$ cat config.mk
export PLATFORM = sky130hd
export DESIGN_NAME = srst_top
export DESIGN_NICKNAME = d
export VERILOG_FILES = /design/src/srst_pkg.sv /design/src/srst_dly_if.sv /design/src/srst_top.sv /design/src/srst_delay.sv
export VERILOG_INCLUDE_DIRS = /design/src
export SDC_FILE = /design/constraint.sdc
export NUM_CORES = 1
export LEC_CHECK = 0
export ABC_AREA = 1
export BUFFER_PORTS_ARGS = -buffer_cell sky130_fd_sc_hd__buf_2
export CELL_PAD_IN_SITES_DETAIL_PLACEMENT = 1
export CELL_PAD_IN_SITES_GLOBAL_PLACEMENT = 1
export CORE_MARGIN = 3
export CORE_UTILIZATION = 40
export DETAILED_ROUTE_END_ITERATION = 10
export GPL_TIMING_DRIVEN = 0
export PLACE_DENSITY = 0.82
export RECOVER_POWER = 25
export REMOVE_ABC_BUFFERS = 1
export SLEW_MARGIN = 25
export SYNTH_ARGS = -nofsm -noshare
export SYNTH_HDL_FRONTEND = slang
export SYNTH_SLANG_ARGS = --single-unit
$ cat constraint.sdc
create_clock -name clk_sys_i -period 3.6 [get_ports clk_sys_i]
set_clock_uncertainty 0.2 [all_clocks]
set_input_delay 0.72 -clock clk_sys_i [delete_from_list [all_inputs] [get_ports clk_sys_i]]
set_output_delay 0.72 -clock clk_sys_i [all_outputs]
set_load 0.02 [all_outputs]
$ cat src/srst_regs.svh
// Register offsets, field positions, reset values and timing counts of the system reset controller
`ifndef SRST_REGS_SVH
`define SRST_REGS_SVH
`define SRST_ADDR_CAUSE 8'h00
`define SRST_ADDR_IRQ_STAT 8'h04
`define SRST_ADDR_IRQ_MASK 8'h08
`define SRST_ADDR_LIVE 8'h0C
`define SRST_BIT_DEBUG 4
`define SRST_BIT_WDOG 3
`define SRST_BIT_BROWN 2
`define SRST_BIT_PIN 1
`define SRST_BIT_POWER 0
`define SRST_IRQ_PIN_GLITCH 0
`define SRST_IRQ_WDOG_IGNORED 1
`define SRST_CAUSE_RST 5'h00
`define SRST_IRQ_RST 2'h0
`define SRST_RDATA_RST 8'h00
`define SRST_CLOCK_SOURCE_SELECT_EXT_CLK 4'h0
`define SRST_CLK_PERIOD_PS 8000
`define SRST_PIN_MIN_NS 400
`define SRST_PIN_MIN_CYC ((`SRST_PIN_MIN_NS * 1000 + `SRST_CLK_PERIOD_PS - 1) / `SRST_CLK_PERIOD_PS)
`endif

$ cat src/srst_pkg.sv
// Types shared by the system reset controller modules
package srst_pkg;
  localparam int SRST_CNT_W = 24;
  localparam int SRST_PIN_CNT_W = 7;
  typedef logic [SRST_CNT_W-1:0] srst_count_t;
  typedef struct packed {
    logic [1:0] por_sync;
    logic [1:0] pin_sync;
    logic [1:0] wdt_sync;
    logic [1:0] bod_sync;
    logic [1:0] dbg_sync;
    logic wdt_prev;
    logic wdt_pulse;
    logic [SRST_PIN_CNT_W-1:0] pin_cnt;
    logic [4:0] cause;
    logic [1:0] irq_stat;
    logic [1:0] irq_mask;
    logic [7:0] rdata;
    logic int_rst_d;
    logic fetch;
  } srst_main_state_t;
  typedef struct packed {
    srst_count_t count;
  } srst_delay_state_t;
endpackage

$ cat src/srst_dly_if.sv
// Link between the source combiner and the reset stretch counter
interface srst_dly_if;
  import srst_pkg::*;
  logic src_active;
  srst_count_t load_cycles;
  logic busy;
  srst_count_t count;
  modport ctrl (output src_active, output load_cycles, input busy, input count);
  modport delay (input src_active, input load_cycles, output busy, output count);
endinterface

$ cat src/srst_top.sv
// System reset controller: source combiner, cause flags, register port and stretch control
// How it works
// RQ1: Internal reset reloads all peripheral registers.
// RQ2: Fetch from reset vector on release.
// RQ3: Port pins reset at once, clockless.
// RQ4: Hold reset while sources active, then stretch.
// RQ5: Stretch length comes from start-up fuses.
// RQ6: Exactly five reset sources combined.
// RQ7: Power-on detect asserts reset.
// RQ8: Pin low beyond minimum width resets.
// RQ9: Watchdog expiry resets only when enabled. port_reset_o takes the raw timeout without the enable.
// RQ10: Brown-out resets only when detector enabled.
// RQ11: Debug register one holds reset.
// RQ12: Watchdog pulse one cycle; stretch starts after.
// RQ13: Cause flags at bits four to zero.
// RQ14: Power-on clears flags; power flag software-only.
// RQ15: Assert asynchronously, release on clock edge. Pin, watchdog and debug assert int_reset_o only after the clocked sampler.
//
// Local design decisions: the plain strobed port and the address map.
`include "srst_regs.svh"
module srst_top
  import srst_pkg::*;
#(
  parameter srst_count_t TOUT_SEL0_CYC = 24'd16,
  parameter srst_count_t TOUT_SEL1_CYC = 24'd512,
  parameter srst_count_t TOUT_SEL2_CYC = 24'd4096,
  parameter srst_count_t TOUT_SEL3_CYC = 24'd8192,
  parameter srst_count_t OSC_START_CYC = 24'd1024,
  parameter logic [15:0] RESET_VECTOR = 16'h0000
) (
  // Clock and block reset
  input wire logic clk_sys_i,
  input wire logic rst_i,
  // Reset sources, asynchronous to clk_sys_i
  input wire logic por_low_i,
  input wire logic reset_pin_n_i,
  input wire logic wdt_timeout_i,
  input wire logic bod_low_i,
  input wire logic debug_reset_instruction_i,
  // Enables and fuses, static or on clk_sys_i
  input wire logic wdt_enable_i,
  input wire logic bod_enable_i,
  input wire logic [1:0] startup_time_select_i,
  input wire logic [3:0] clock_source_select_i,
  // Register port
  input wire logic [7:0] bus_addr_i,
  input wire logic [7:0] bus_wdata_i,
  input wire logic bus_write_i,
  input wire logic bus_read_i,
  output logic [7:0] bus_rdata_o,
  // Reset outputs
  output logic port_reset_o,
  output logic int_reset_o,
  output logic cpu_fetch_o,
  output logic [15:0] fetch_addr_o,
  // Interrupt
  output logic irq_o
);
  localparam logic [SRST_PIN_CNT_W-1:0] PIN_MIN = SRST_PIN_CNT_W'(`SRST_PIN_MIN_CYC);

  srst_main_state_t st_reg;
  srst_main_state_t st_next;
  srst_dly_if dif ();

  logic por_s;
  logic pin_low_s;
  logic wdt_s;
  logic bod_s;
  logic dbg_s;
  logic pin_req;
  logic bod_req;
  logic src_active;
  logic wr_cause;
  srst_count_t tout_cycles;
  logic [4:0] cause_set;
  logic [1:0] irq_event;

  // Only the second stage of each synchroniser is read
  assign por_s = st_reg.por_sync[1];
  assign pin_low_s = ~st_reg.pin_sync[1];
  assign wdt_s = st_reg.wdt_sync[1];
  assign bod_s = st_reg.bod_sync[1];
  assign dbg_s = st_reg.dbg_sync[1];

  assign pin_req = pin_low_s && (st_reg.pin_cnt == PIN_MIN); // [RQ8]
  assign bod_req = bod_s & bod_enable_i; // [RQ10]
  // Five sources and no more feed the combined request
  assign src_active = por_s | pin_req | st_reg.wdt_pulse | bod_req | dbg_s; // [RQ6] [RQ7] [RQ11]

  // Stretch length from the start-up fuses; any clock source other than the external clock adds oscillator start-up
  always_comb begin
    case (startup_time_select_i)
      2'h0: tout_cycles = TOUT_SEL0_CYC; // [RQ5]
      2'h1: tout_cycles = TOUT_SEL1_CYC;
      2'h2: tout_cycles = TOUT_SEL2_CYC;
      2'h3: tout_cycles = TOUT_SEL3_CYC;
      default: tout_cycles = TOUT_SEL3_CYC;
    endcase
    if (clock_source_select_i != `SRST_CLOCK_SOURCE_SELECT_EXT_CLK) begin
      tout_cycles = tout_cycles + OSC_START_CYC; // [RQ5]
    end
  end

  assign dif.src_active = src_active;
  assign dif.load_cycles = tout_cycles;

  srst_delay u_delay (
    .clk_sys_i(clk_sys_i),
    .rst_i(rst_i),
    .dly(dif.delay)
  );

  // Pins see the raw sources with no clock in the path; the pin is unfiltered here on purpose
  assign port_reset_o = por_low_i | ~reset_pin_n_i | wdt_timeout_i | (bod_low_i & bod_enable_i)
                        | debug_reset_instruction_i; // [RQ3]
  // Supply detectors assert at once; release waits for the stretch counter edge
  assign int_reset_o = por_low_i | (bod_low_i & bod_enable_i) | dif.busy; // [RQ15] [RQ4] [RQ7] [RQ10]

  assign wr_cause = bus_write_i && (bus_addr_i == `SRST_ADDR_CAUSE);

  always_comb begin
    cause_set = '0;
    cause_set[`SRST_BIT_DEBUG] = dbg_s; // [RQ13]
    cause_set[`SRST_BIT_WDOG] = st_reg.wdt_pulse;
    cause_set[`SRST_BIT_BROWN] = bod_req;
    cause_set[`SRST_BIT_PIN] = pin_req;
    cause_set[`SRST_BIT_POWER] = por_s;
    irq_event = '0;
    irq_event[`SRST_IRQ_PIN_GLITCH] = !pin_low_s && (st_reg.pin_cnt != '0) && (st_reg.pin_cnt != PIN_MIN);
    irq_event[`SRST_IRQ_WDOG_IGNORED] = wdt_s && !st_reg.wdt_prev && !wdt_enable_i;
  end

  always_comb begin
    st_next = st_reg;
    st_next.por_sync = {st_reg.por_sync[0], por_low_i};
    st_next.pin_sync = {st_reg.pin_sync[0], reset_pin_n_i};
    st_next.wdt_sync = {st_reg.wdt_sync[0], wdt_timeout_i};
    st_next.bod_sync = {st_reg.bod_sync[0], bod_low_i};
    st_next.dbg_sync = {st_reg.dbg_sync[0], debug_reset_instruction_i};
    st_next.wdt_prev = wdt_s;
    // One-cycle pulse on a timeout edge; stretch starts when it ends
    st_next.wdt_pulse = wdt_s && !st_reg.wdt_prev && wdt_enable_i; // [RQ9] [RQ12]
    // Minimum-width filter on the external pin
    if (!pin_low_s) begin
      st_next.pin_cnt = '0;
    end else if (st_reg.pin_cnt != PIN_MIN) begin
      st_next.pin_cnt = st_reg.pin_cnt + SRST_PIN_CNT_W'(1); // [RQ8]
    end
    // Cause flags: write zero clears, power-on clears the upper four, a set always wins
    st_next.cause = st_reg.cause;
    if (wr_cause) begin
      st_next.cause = st_reg.cause & bus_wdata_i[4:0]; // [RQ14]
    end
    if (por_s) begin
      st_next.cause[4:1] = 4'h0; // [RQ14]
    end
    st_next.cause = st_next.cause | cause_set; // [RQ13]
    // Interrupt status: write one clears, event wins
    if (bus_write_i && (bus_addr_i == `SRST_ADDR_IRQ_STAT)) begin
      st_next.irq_stat = st_reg.irq_stat & ~bus_wdata_i[1:0];
    end
    st_next.irq_stat = st_next.irq_stat | irq_event;
    if (bus_write_i && (bus_addr_i == `SRST_ADDR_IRQ_MASK)) begin
      st_next.irq_mask = bus_wdata_i[1:0];
    end
    // Peripheral registers stay at initial values throughout internal reset
    if (int_reset_o) begin
      st_next.irq_stat = `SRST_IRQ_RST; // [RQ1]
      st_next.irq_mask = `SRST_IRQ_RST; // [RQ1]
    end
    // Read data stand one cycle after the strobe; unmapped reads zero
    st_next.rdata = `SRST_RDATA_RST;
    if (bus_read_i) begin
      case (bus_addr_i)
        `SRST_ADDR_CAUSE: st_next.rdata = {3'h0, st_reg.cause};
        `SRST_ADDR_IRQ_STAT: st_next.rdata = {6'h00, st_reg.irq_stat};
        `SRST_ADDR_IRQ_MASK: st_next.rdata = {6'h00, st_reg.irq_mask};
        `SRST_ADDR_LIVE: st_next.rdata = {2'h0, dif.busy, dbg_s, st_reg.wdt_pulse, bod_req, pin_req, por_s};
        default: st_next.rdata = `SRST_RDATA_RST;
      endcase
    end
    st_next.int_rst_d = int_reset_o;
    st_next.fetch = st_reg.int_rst_d && !int_reset_o; // [RQ2]
  end

  always_ff @(posedge clk_sys_i) begin
    if (rst_i) begin
      st_reg.por_sync <= 2'h0;
      st_reg.pin_sync <= 2'h3;
      st_reg.wdt_sync <= 2'h0;
      st_reg.bod_sync <= 2'h0;
      st_reg.dbg_sync <= 2'h0;
      st_reg.wdt_prev <= 1'b0;
      st_reg.wdt_pulse <= 1'b0;
      st_reg.pin_cnt <= '0;
      st_reg.cause <= `SRST_CAUSE_RST;
      st_reg.irq_stat <= `SRST_IRQ_RST;
      st_reg.irq_mask <= `SRST_IRQ_RST;
      st_reg.rdata <= `SRST_RDATA_RST;
      st_reg.int_rst_d <= 1'b1;
      st_reg.fetch <= 1'b0;
    end else begin
      st_reg <= st_next;
    end
  end

  assign bus_rdata_o = st_reg.rdata;
  assign irq_o = |(st_reg.irq_stat & st_reg.irq_mask);
  assign cpu_fetch_o = st_reg.fetch; // [RQ2]
  assign fetch_addr_o = RESET_VECTOR; // [RQ2]
endmodule // srst_top

$ cat src/srst_delay.sv
// Reset stretch counter reloaded while any source is active
module srst_delay
  import srst_pkg::*;
(
  // Clock and reset
  input wire logic clk_sys_i,
  input wire logic rst_i,
  // Combiner side
  srst_dly_if.delay dly
);
  srst_delay_state_t st_reg;
  srst_delay_state_t st_next;

  always_comb begin
    st_next = st_reg;
    if (dly.src_active) begin
      st_next.count = dly.load_cycles; // [RQ4] [RQ5]
    end else if (st_reg.count != '0) begin
      st_next.count = st_reg.count - srst_count_t'(1); // [RQ4]
    end
  end

  always_ff @(posedge clk_sys_i) begin
    if (rst_i) begin
      st_reg.count <= '1;
    end else begin
      st_reg <= st_next;
    end
  end

  // Busy drops on the clock edge at which the count empties
  assign dly.busy = dly.src_active | (st_reg.count != '0); // [RQ15]
  assign dly.count = st_reg.count;
endmodule // srst_delay

==> metrics.cfg, run 1 <==
[status]
status=finished clean

[synth]
synthesis.area_sq_mm=0.00327
synth_adder_area_share_pct=1.91
ys_seq_elements=60
synth-simple-area-share_pct=40.0
synth_top_family_by_area=simple AND/OR/NAND/NOR gates
synth_xor_area_share_pct=1.88
synth_mux_area_share_pct=0
postSynthCellCount=479
syn_area_per_cell_sq_um=6.82
synth_cell_type_count=34
yosysWarnings=0
yosysSeqAreaShare_pct=36.8
synth-compound-area-share_pct=5.67

[global_route]
use_met2_pct=34.8
grt.busiest_layer=met2
antenna_found_initial=0
overflow=0
grt.total_usage_pct=19.8
grtUsageMet3_pct=4.34
grt_max_degree=25
met1_usage_pct=23.9
grt_pass1_vias=3153
grt_pass1_wl_mm=14.3

[die]
die_x_um=96.4
io_pins=61
rows=32
dieArea_sq_mm=0.00929
core_sq_mm=0.00785
die_y_um=96.4
initial_core_util_pct=41.6

[clocking]
cts-root-buf=clkbuf_8
numClockSinks=60
cts_buffers=9
clk_latency_ns=0.34
cts_max_path_buffers=2
cts.hold.buffers_added=0
clk_pin_slew_ns=0.07
cts_resized=0
cts_tree=yes
post_cts_buffers=0
htree_levels=3

[cells_and_area]
mostFrequentLayoutCell=nand2_1
multiInputGateArea_sq_mm=0.00168
fin_cells=621
antenna_cells=0
num-fill-cells=1090
largest_reg_flops=24
fin_util_pct=46.5
area_growth_syn_to_layout_pct=11.6
final_cell_mix=nand2_1 (120), nor2_1 (68), dfxtp_1 (60)
nNetsFinal=552
ff_latch_area_sq_mm=0.00120
drive_above_1_share_pct=16.2

[sta]
relSlewSlack_pct=35.3
fin_crit_sh_pct=78.2
tightest_slew_ns=0.970
period_needed_ns=2.82
finalHoldViolCount=0
clock.fmax_mhz=355
tns_ns=0
rsz0062_at_grt=false
hold_slack_ns=0.214
setup_viol=0
maxSlewViolCount=0

[worst_hold_path]
hold_class=flip-flop to flip-flop

[drt]
vias=3091
ant_nets=0
drt_iter0_drc=117
firstDrtPassIters=4
drc=0
routed_wl_mm=8.55
drt-vias-per-instance=4.98
post_drt_wl_per_cell_um=13.8

[place]
io_buffers=39
globalplace.congestion=0.826
dp_hpwl_mm=6.46
place_inst=605

[setup_path]
path_max_fanout=7
path_cells=inv_1 -> ha_1 -> nand2_1 -> nor2_2 -> nand3_4 -> nor2_8 -> nand2_1 -> buf_2
slowest_stage=dfxtp_1
crit_path_end=int_reset_o
crit_start=u_delay.dly.count[0]$_SDFFE_PP1P_
critPathMaxStageDelay_ns=0.32
ff2ff_path_depth=10
r2r-start=st_reg[19]$_SDFFE_PP0P_
reg2reg_to=u_delay.dly.count[22]$_SDFFE_PP1P_
r2r_slack_ns=1.38
start_kind=flip-flop
path_common_cell=nand2_1
arrival_ns=1.90
crit_type=flip-flop to primary output
cp.required_ns=2.68
worstSetupEndpointType=primary output

[power]
ir_drop_uv=137
p_leak_nw=1.65
power.density_mw_per_mm2=434

[flow_run]
drv_cap=0

logic make-up after synthesis:
logic type,Yosys count
buffers and inverters,90
AOI/OAI and AO/OA,34
and+or+nand+nor,282
adders and majority gates,5
xor gates and xnor gates,7
DFF,60
other,1
cell usage after synthesis:
cell type | instances | share of area (%)
a21oi_1 | 19 | 2.9
a22o_1 | 1 | 0.27
a22oi_1 | 1 | 0.23
a31oi_1 | 1 | 0.19
buf_2 | 1 | 0.15
buf_4 | 25 | 5.7
buf_6 | 2 | 0.69
clkbuf_1 | 4 | 0.46
clkinv_1 | 1 | 0.11
conb_1 | 1 | 0.11
dfxtp_1 | 60 | 37
ha_1 | 5 | 1.9
inv_1 | 55 | 6.3
inv_2 | 2 | 0.23
nand2_1 | 120 | 14
nand2_2 | 2 | 0.38
nand2_4 | 1 | 0.34
nand3_1 | 42 | 6.4
nand3_2 | 1 | 0.31
nand3_4 | 2 | 1.1
nand4_1 | 18 | 3.4
nand4_2 | 1 | 0.38
nor2_1 | 68 | 7.8
nor2_2 | 11 | 2.1
nor2_4 | 4 | 1.4
nor2_8 | 1 | 0.61
nor3_1 | 5 | 0.77
o21ai_0 | 7 | 1.1
o21ai_1 | 2 | 0.31
o21bai_1 | 3 | 0.69
or2_2 | 5 | 0.96
or3_1 | 1 | 0.19
xnor2_1 | 5 | 1.3
xor2_1 | 2 | 0.54
metrics by stage:
step / power, W / setup slack, ns / area [sq um]
after floorplan: 0.000850 / 1.20 / 3100
after global placement: 0.000899 / 0.813 / 3420
after detailed placement: 0.000910 / 0.809 / 3420
after CTS: 0.00159 / 0.759 / 3650
after global routing: 0.00166 / 0.553 / 3650
final: 0.00158 / 0.785 / 3650
area by class of cell:
type                            instances  area share [%]
Clock buffer                           10            3.77
Timing Repair Buffer                   39            5.32
Tap cell                              102            3.50
Clock inverter                          6            2.40
Multi-Input combinational cell        346            46.1
Sequential cell                        60            32.9
Inverter                               58            5.97
worst min path at each step:
stage	startpoint	endpoint	cells after the start
after CTS	st_reg[1]$_SDFF_PP1_	cpu_fetch_o$_SDFF_PP0_	2
after floorplan	st_next[31]$_SDFF_PP0_	bod_s$_SDFF_PP0_	2
after detailed placement	st_next[35]$_SDFF_PP1_	st_reg[35]$_SDFF_PP1_	1
final	st_reg[1]$_SDFF_PP1_	cpu_fetch_o$_SDFF_PP0_	2
after global placement	st_next[33]$_SDFF_PP0_	st_next[27]$_SDFF_PP0_	2
after global routing	st_next[33]$_SDFF_PP0_	st_next[27]$_SDFF_PP0_	2
worst max-delay path: cells and delay by family, from the launching register on:
kind,cells,cell delay [ns]
fa+ha+maj,1,0.22
buf+inv,2,0.37
simple gates,5,0.65
flops,1,0.32
routing by layer:
layer,up-vias,part of all wire (%)
li1,1542,-
met1,1469,45
met2,72,49
met3,8,4.8
met4,0,0.92
met5,-,0
where the power goes:
group / internal, W / switching, W
Sequential: 0.000698 / 0.0000379
Clock: 0.000408 / 0.000278
Combinational: 0.0000543 / 0.000107
(Power assumes the default switching activity.)
==> run 2, diff against run 1 <==
- CORE_UTILIZATION: 40 -> 35
- PLACE_DENSITY: 0.82 -> 0.76
- clock period: 3.6 -> 2.3 ns (I/O delays scaled with it)
==> metrics.cfg, run 2 (synthesis gave the netlist of run 1 again) <==
[cells_and_area]
nNetsFinal=567  ; +2.7%
mostFrequentLayoutCell=nand2_1
drive_above_1_share_pct=22.0  ; +5.8 points
final_cell_mix=nand2_1 (116), nor2_1 (62), dfxtp_1 (57)
fin_util_pct=42.6  ; -3.9 points
largest_reg_flops=24  ; unchanged
antenna_cells=0  ; unchanged
area_growth_syn_to_layout_pct=16.0
fin_cells=641  ; +3.2%

[setup_path]
r2r_slack_ns=0.35  ; -1.03 ns
r2r-start=u_delay.dly.count[3]$_SDFFE_PP1P_
cp.required_ns=1.64  ; -1.04 ns
arrival_ns=1.58  ; -0.32 ns
reg2reg_to=u_delay.dly.count[22]$_SDFFE_PP1P_
ff2ff_path_depth=9  ; -1
crit_type=flip-flop to primary output
start_kind=flip-flop
worstSetupEndpointType=primary output
path_max_fanout=4  ; -3

[worst_hold_path]
hold_class=input pin to flip-flop
min_to=st_next[35]$_SDFF_PP1_
holdCritStartpoint=reset_pin_n_i
hold_depth=2  ; unchanged

[sta]
maxSlewViolCount=0  ; unchanged
clock.fmax_mhz=447
finalHoldViolCount=0  ; unchanged
setup_viol=0  ; unchanged
hold_slack_ns=0.130  ; -0.0840 ns
period_needed_ns=2.24
tightest_slew_ns=0.921  ; -0.0488 ns
relSlewSlack_pct=38.5  ; +3.2 points
fin_crit_sh_pct=97.4

[drt]
wl_met2_mm=4.15  ; -1.8%
vias=3119  ; +0.91%
firstDrtPassIters=4  ; unchanged
routed.top_layer=met4
drt_iter0_drc=92  ; -21%
dr_wl_met3_um=408  ; -0.73%
drc=0  ; unchanged
ant_nets=0  ; unchanged
post_drt_wl_per_cell_um=13.7  ; -0.58%
drt-vias-per-instance=4.87  ; -2.2%
routed_wl_mm=8.78  ; +2.6%
wl_met1_mm=4.07  ; +6.3%

[clocking]
cts_max_path_buffers=2  ; unchanged
htree_levels=3  ; unchanged
cts-root-buf=clkbuf_8
clk_pin_slew_ns=0.07  ; about the same
numClockSinks=60  ; unchanged
cts_buffers=9  ; unchanged
clk_latency_ns=0.34  ; about the same
cts_tree=yes

[global_route]
antenna_found_initial=0  ; unchanged
grt.total_usage_pct=17.5  ; -2.3 points
overflow=0  ; unchanged
grt_max_degree=25  ; unchanged
grt_pass1_wl_mm=14.4  ; +0.44%
grt_pass1_vias=3130  ; -0.73%

[die]
rows=34  ; +6.3%
dieArea_sq_mm=0.0105  ; +13%
die_y_um=103  ; +6.5%
initial_core_util_pct=36.8  ; -4.9 points
core_sq_mm=0.00889  ; +13%
die_x_um=103  ; +6.5%
io_pins=61  ; unchanged

[status]
status=finished clean

[place]
dp_hpwl_mm=6.32  ; -2.2%
place_inst=611  ; +0.99%
io_buffers=39  ; unchanged
globalplace.congestion=0.877  ; +6.1%

[flow_run]
drv_cap=0  ; unchanged

[power]
ir_drop_uv=252  ; +85%
p_leak_nw=1.71  ; +3.7%
power.density_mw_per_mm2=617  ; +42%

-- run 2: cell types whose count changed in the layout (fill, tap and decap cells not counted), sizes merged --
cell / previous run / this run
buf: 38 / 54
bufinv: 2 / 1
clkbuf: 11 / 10
-- run 2: per-layer routing --
metal	up-vias	track usage, %
met1	1464	21.1
met3	10	4.53
met2	71	30.1
met4	0	5.85
met5	-	0
li1	1574	-
-- run 2: per-stage QoR --
step           setup slack (ns)  instance area (sq um)  TNS [ns]  total power [W]
2_1_floorplan             0.393                   3100         0          0.00133
3_3_place_gp             -0.118                   3430    -0.595          0.00141
3_5_place_dp             -0.123                   3430    -0.547          0.00142
4_1_cts                 0.00118                   3670         0          0.00235
5_1_grt                 -0.0384                   3790   -0.0384          0.00247
6_report                 0.0608                   3790         0          0.00234
-- run 2: worst max-delay path by stage --
stage,startpoint,endpoint,depth (start not counted)
global placement,rst_i,bus_rdata_o[5]$_SDFF_PP0_,4
global route,u_delay.dly.count[12]$_SDFFE_PP1P_,int_reset_o,7
CTS,u_delay.dly.count[18]$_SDFFE_PP1P_,int_reset_o,7
floorplan,u_delay.dly.count[0]$_SDFFE_PP1P_,int_reset_o,7
detailed placement,rst_i,bus_rdata_o[5]$_SDFF_PP0_,4
finish,u_delay.dly.count[12]$_SDFFE_PP1P_,int_reset_o,7
-- run 2: timing repair --
action	in CTS	in global routing
hold buffers	0	0
setup endpoints to repair	1	6
buffers inserted	5	10
resized for setup	11	16
pin swaps	6	9
-- run 2: area by class of cell --
cell class,instances,area [sq um]
Timing Repair Buffer,54,314
Sequential cell,60,1210
Inverter,58,220
Multi-Input combinational cell,346,1730
Clock inverter,5,53.8
Clock buffer,10,128
Tap cell,108,135
Fill cell,1178,5100
-- run 2: power breakdown --
part           internal [W]  leakage (nW)  switching [W]
Sequential          0.00109         0.494      0.0000618
Combinational      0.000102          1.12       0.000174
Clock              0.000490        0.0959       0.000418
Total               0.00169          1.71       0.000654
-- run 2: critical path, cell delays in order (launching register included) --
cell	delay [ns]
dfxtp_1	0.36
nor2_2	0.18
nand2_2	0.11
nor2_4	0.15
nand3_4	0.13
nor2_8	0.12
nand2_2	0.06
buf_6	0.14
==> run 3, diff against run 2 <==
- CORE_UTILIZATION: 35 -> 42
- PLACE_DENSITY: 0.76 -> 0.85
- clock period: 2.3 -> 2.7 ns (I/O delays scaled with it)
==> metrics.cfg, run 3 (synthesis gave the netlist of run 1 again) <==
[global_route]
grt_pass1_vias=3112  ; -0.58%
grt_pass1_wl_mm=14.3  ; -0.44%
antenna_found_initial=0  ; unchanged
grt.total_usage_pct=20.6  ; +3.2 points
grt_max_degree=25  ; unchanged
overflow=0  ; unchanged

[die]
die_y_um=94.2  ; -8.2%
io_pins=61  ; unchanged
dieArea_sq_mm=0.00888  ; -16%
core_sq_mm=0.00741  ; -17%
die_x_um=94.2  ; -8.2%
rows=31  ; -8.8%
initial_core_util_pct=44.1  ; +7.4 points

[drt]
firstDrtPassIters=4  ; unchanged
post_drt_wl_per_cell_um=13.9  ; +1.3%
vias=3096  ; -0.74%
ant_nets=0  ; unchanged
routed_wl_mm=8.67  ; -1.2%
drc=0  ; unchanged
drt_iter0_drc=90  ; -2.2%
drt-vias-per-instance=4.95  ; +1.8%

[setup_path]
worstSetupEndpointType=primary output
start_kind=flip-flop
cp_num_buf_inv=3  ; +2
cp_top_family=simple AND/OR/NAND/NOR gates
slowest_stage=dfxtp_1
critPathMaxStageDelay_ns=0.40  ; +0.04 ns
arrival_ns=1.84  ; +0.26 ns
crit_type=flip-flop to primary output
path_max_fanout=5  ; +1
path_cells=inv_1 -> ha_1 -> inv_1 -> nor2_1 -> nand4_2 -> nand2_4 -> nor2_8 -> nand2_1 -> buf_2
path_common_cell=inv_1
cp.required_ns=1.96  ; +0.32 ns

[power]
p_total_w=0.00211  ; -9.9%
sequentialPowerShare_pct=46.6  ; -2.8 points
p_int_w=0.00155  ; -7.9%
swShare_pct=26.3  ; -1.6 points
combPwrFrac_pct=10.6  ; -1.2 points
clkPwrFrac_pct=42.8  ; +4.0 points
power.density_mw_per_mm2=572  ; -7.4%
switchingPower_w=0.000555  ; -15%
p_leak_nw=1.65  ; -3.2%
ir_drop_uv=273  ; +8.0%

[cells_and_area]
mostFrequentLayoutCell=nand2_1
antenna_cells=0  ; unchanged
area_growth_syn_to_layout_pct=12.8
fin_util_pct=49.8  ; +7.1 points
nNetsFinal=559  ; -1.4%
largest_reg_flops=24  ; unchanged
final_cell_mix=nand2_1 (120), nor2_1 (68), dfxtp_1 (60)
drive_above_1_share_pct=16.5  ; -5.4 points

[place]
dp_hpwl_mm=6.23  ; -1.4%
globalplace.congestion=0.826  ; -5.8%
io_buffers=39  ; unchanged

[flow_run]
drv_cap=0  ; unchanged

[status]
status=finished clean

[clocking]
clk_pin_slew_ns=0.06  ; about the same
cts_buffers=9  ; unchanged
numClockSinks=60  ; unchanged
cts_max_path_buffers=2  ; unchanged
cts_tree=yes
clk_latency_ns=0.35  ; about the same
cts-root-buf=clkbuf_8
htree_levels=3  ; unchanged
cts.hold.buffers_added=0  ; unchanged

[sta]
finalHoldViolCount=0  ; unchanged
relSlewSlack_pct=39.6  ; +1.1 points
setup_viol=0  ; unchanged
period_needed_ns=2.58
maxSlewViolCount=0  ; unchanged
fin_crit_sh_pct=95.6
tightest_slew_ns=0.905  ; -0.0161 ns
clock.fmax_mhz=388

[worst_hold_path]
hold_class=input pin to flip-flop

-- run 3: cell types whose count changed in the layout (fill, tap and decap cells not counted), sizes merged --
cell / delta
clkbuf: +6
clkinvlp: +1
bufinv: +1
buf: -12
clkinv: -3
-- run 3: worst paths after layout --
check                               start                                 end  slack [ns]  depth (start not counted)
hold reg to reg    st_next[31]$_SDFF_PP0_                    bod_s$_SDFF_PP0_        0.21                          2
setup reg to reg  st_reg[19]$_SDFFE_PP0P_  u_delay.dly.count[22]$_SDFFE_PP1P_        0.35                         11
setup / recovery  st_reg[19]$_SDFFE_PP0P_                         int_reset_o        0.12                          9
hold / removal              reset_pin_n_i              st_next[35]$_SDFF_PP1_        0.20                          2
-- run 3: power by group through the flow --
stage | combinational [W] | sequential [W] | clock [W]
after floorplan | 0.000149 | 0.000985 | 0
after global placement | 0.000202 | 0.000997 | 0
after detailed placement | 0.000212 | 0.000999 | 0
after CTS | 0.000214 | 0.000980 | 0.000923
after global routing | 0.000256 | 0.000986 | 0.000954
final | 0.000223 | 0.000982 | 0.000903
-- run 3: timing repair --
action	in CTS	in global routing
resized for setup	1	0
pin swaps	2	3
endpoints found under the setup margin	1	1
setup buffers	0	7
endpoints found under the hold margin	0	0
-- run 3: metrics by stage --
stage	instance area, sq um	std cells	setup TNS (ns)	worst slack [ns]	hold WS [ns]
after floorplan	3100	464	0	0.657	0.188
final	3690	625	0	0.120	0.203
after global placement	3420	602	0	0.262	0.191
after CTS	3640	618	0	0.0123	0.186
after detailed placement	3420	602	0	0.216	0.199
after global routing	3690	625	-0.0171	-0.0171	0.207
-- run 3: final cells by class --
cell class	instances	area (sq um)
multi-input cells	346	1680
flip-flops and latches	60	1200
repair buffers	46	243
well taps	99	124
inverters	58	218
clock inverters	4	72.6
fillers	990	3720
clock buffers	12	145
-- run 3: metal layers --
metal  up-vias  share of wire (%)  GRT usage (%)
li1       1550                  -              -
met1      1456                 46           25.6
met2        75                 47           34.5
met3        15                4.9           4.17
met4         0                1.9           8.90
met5         -                  0              0
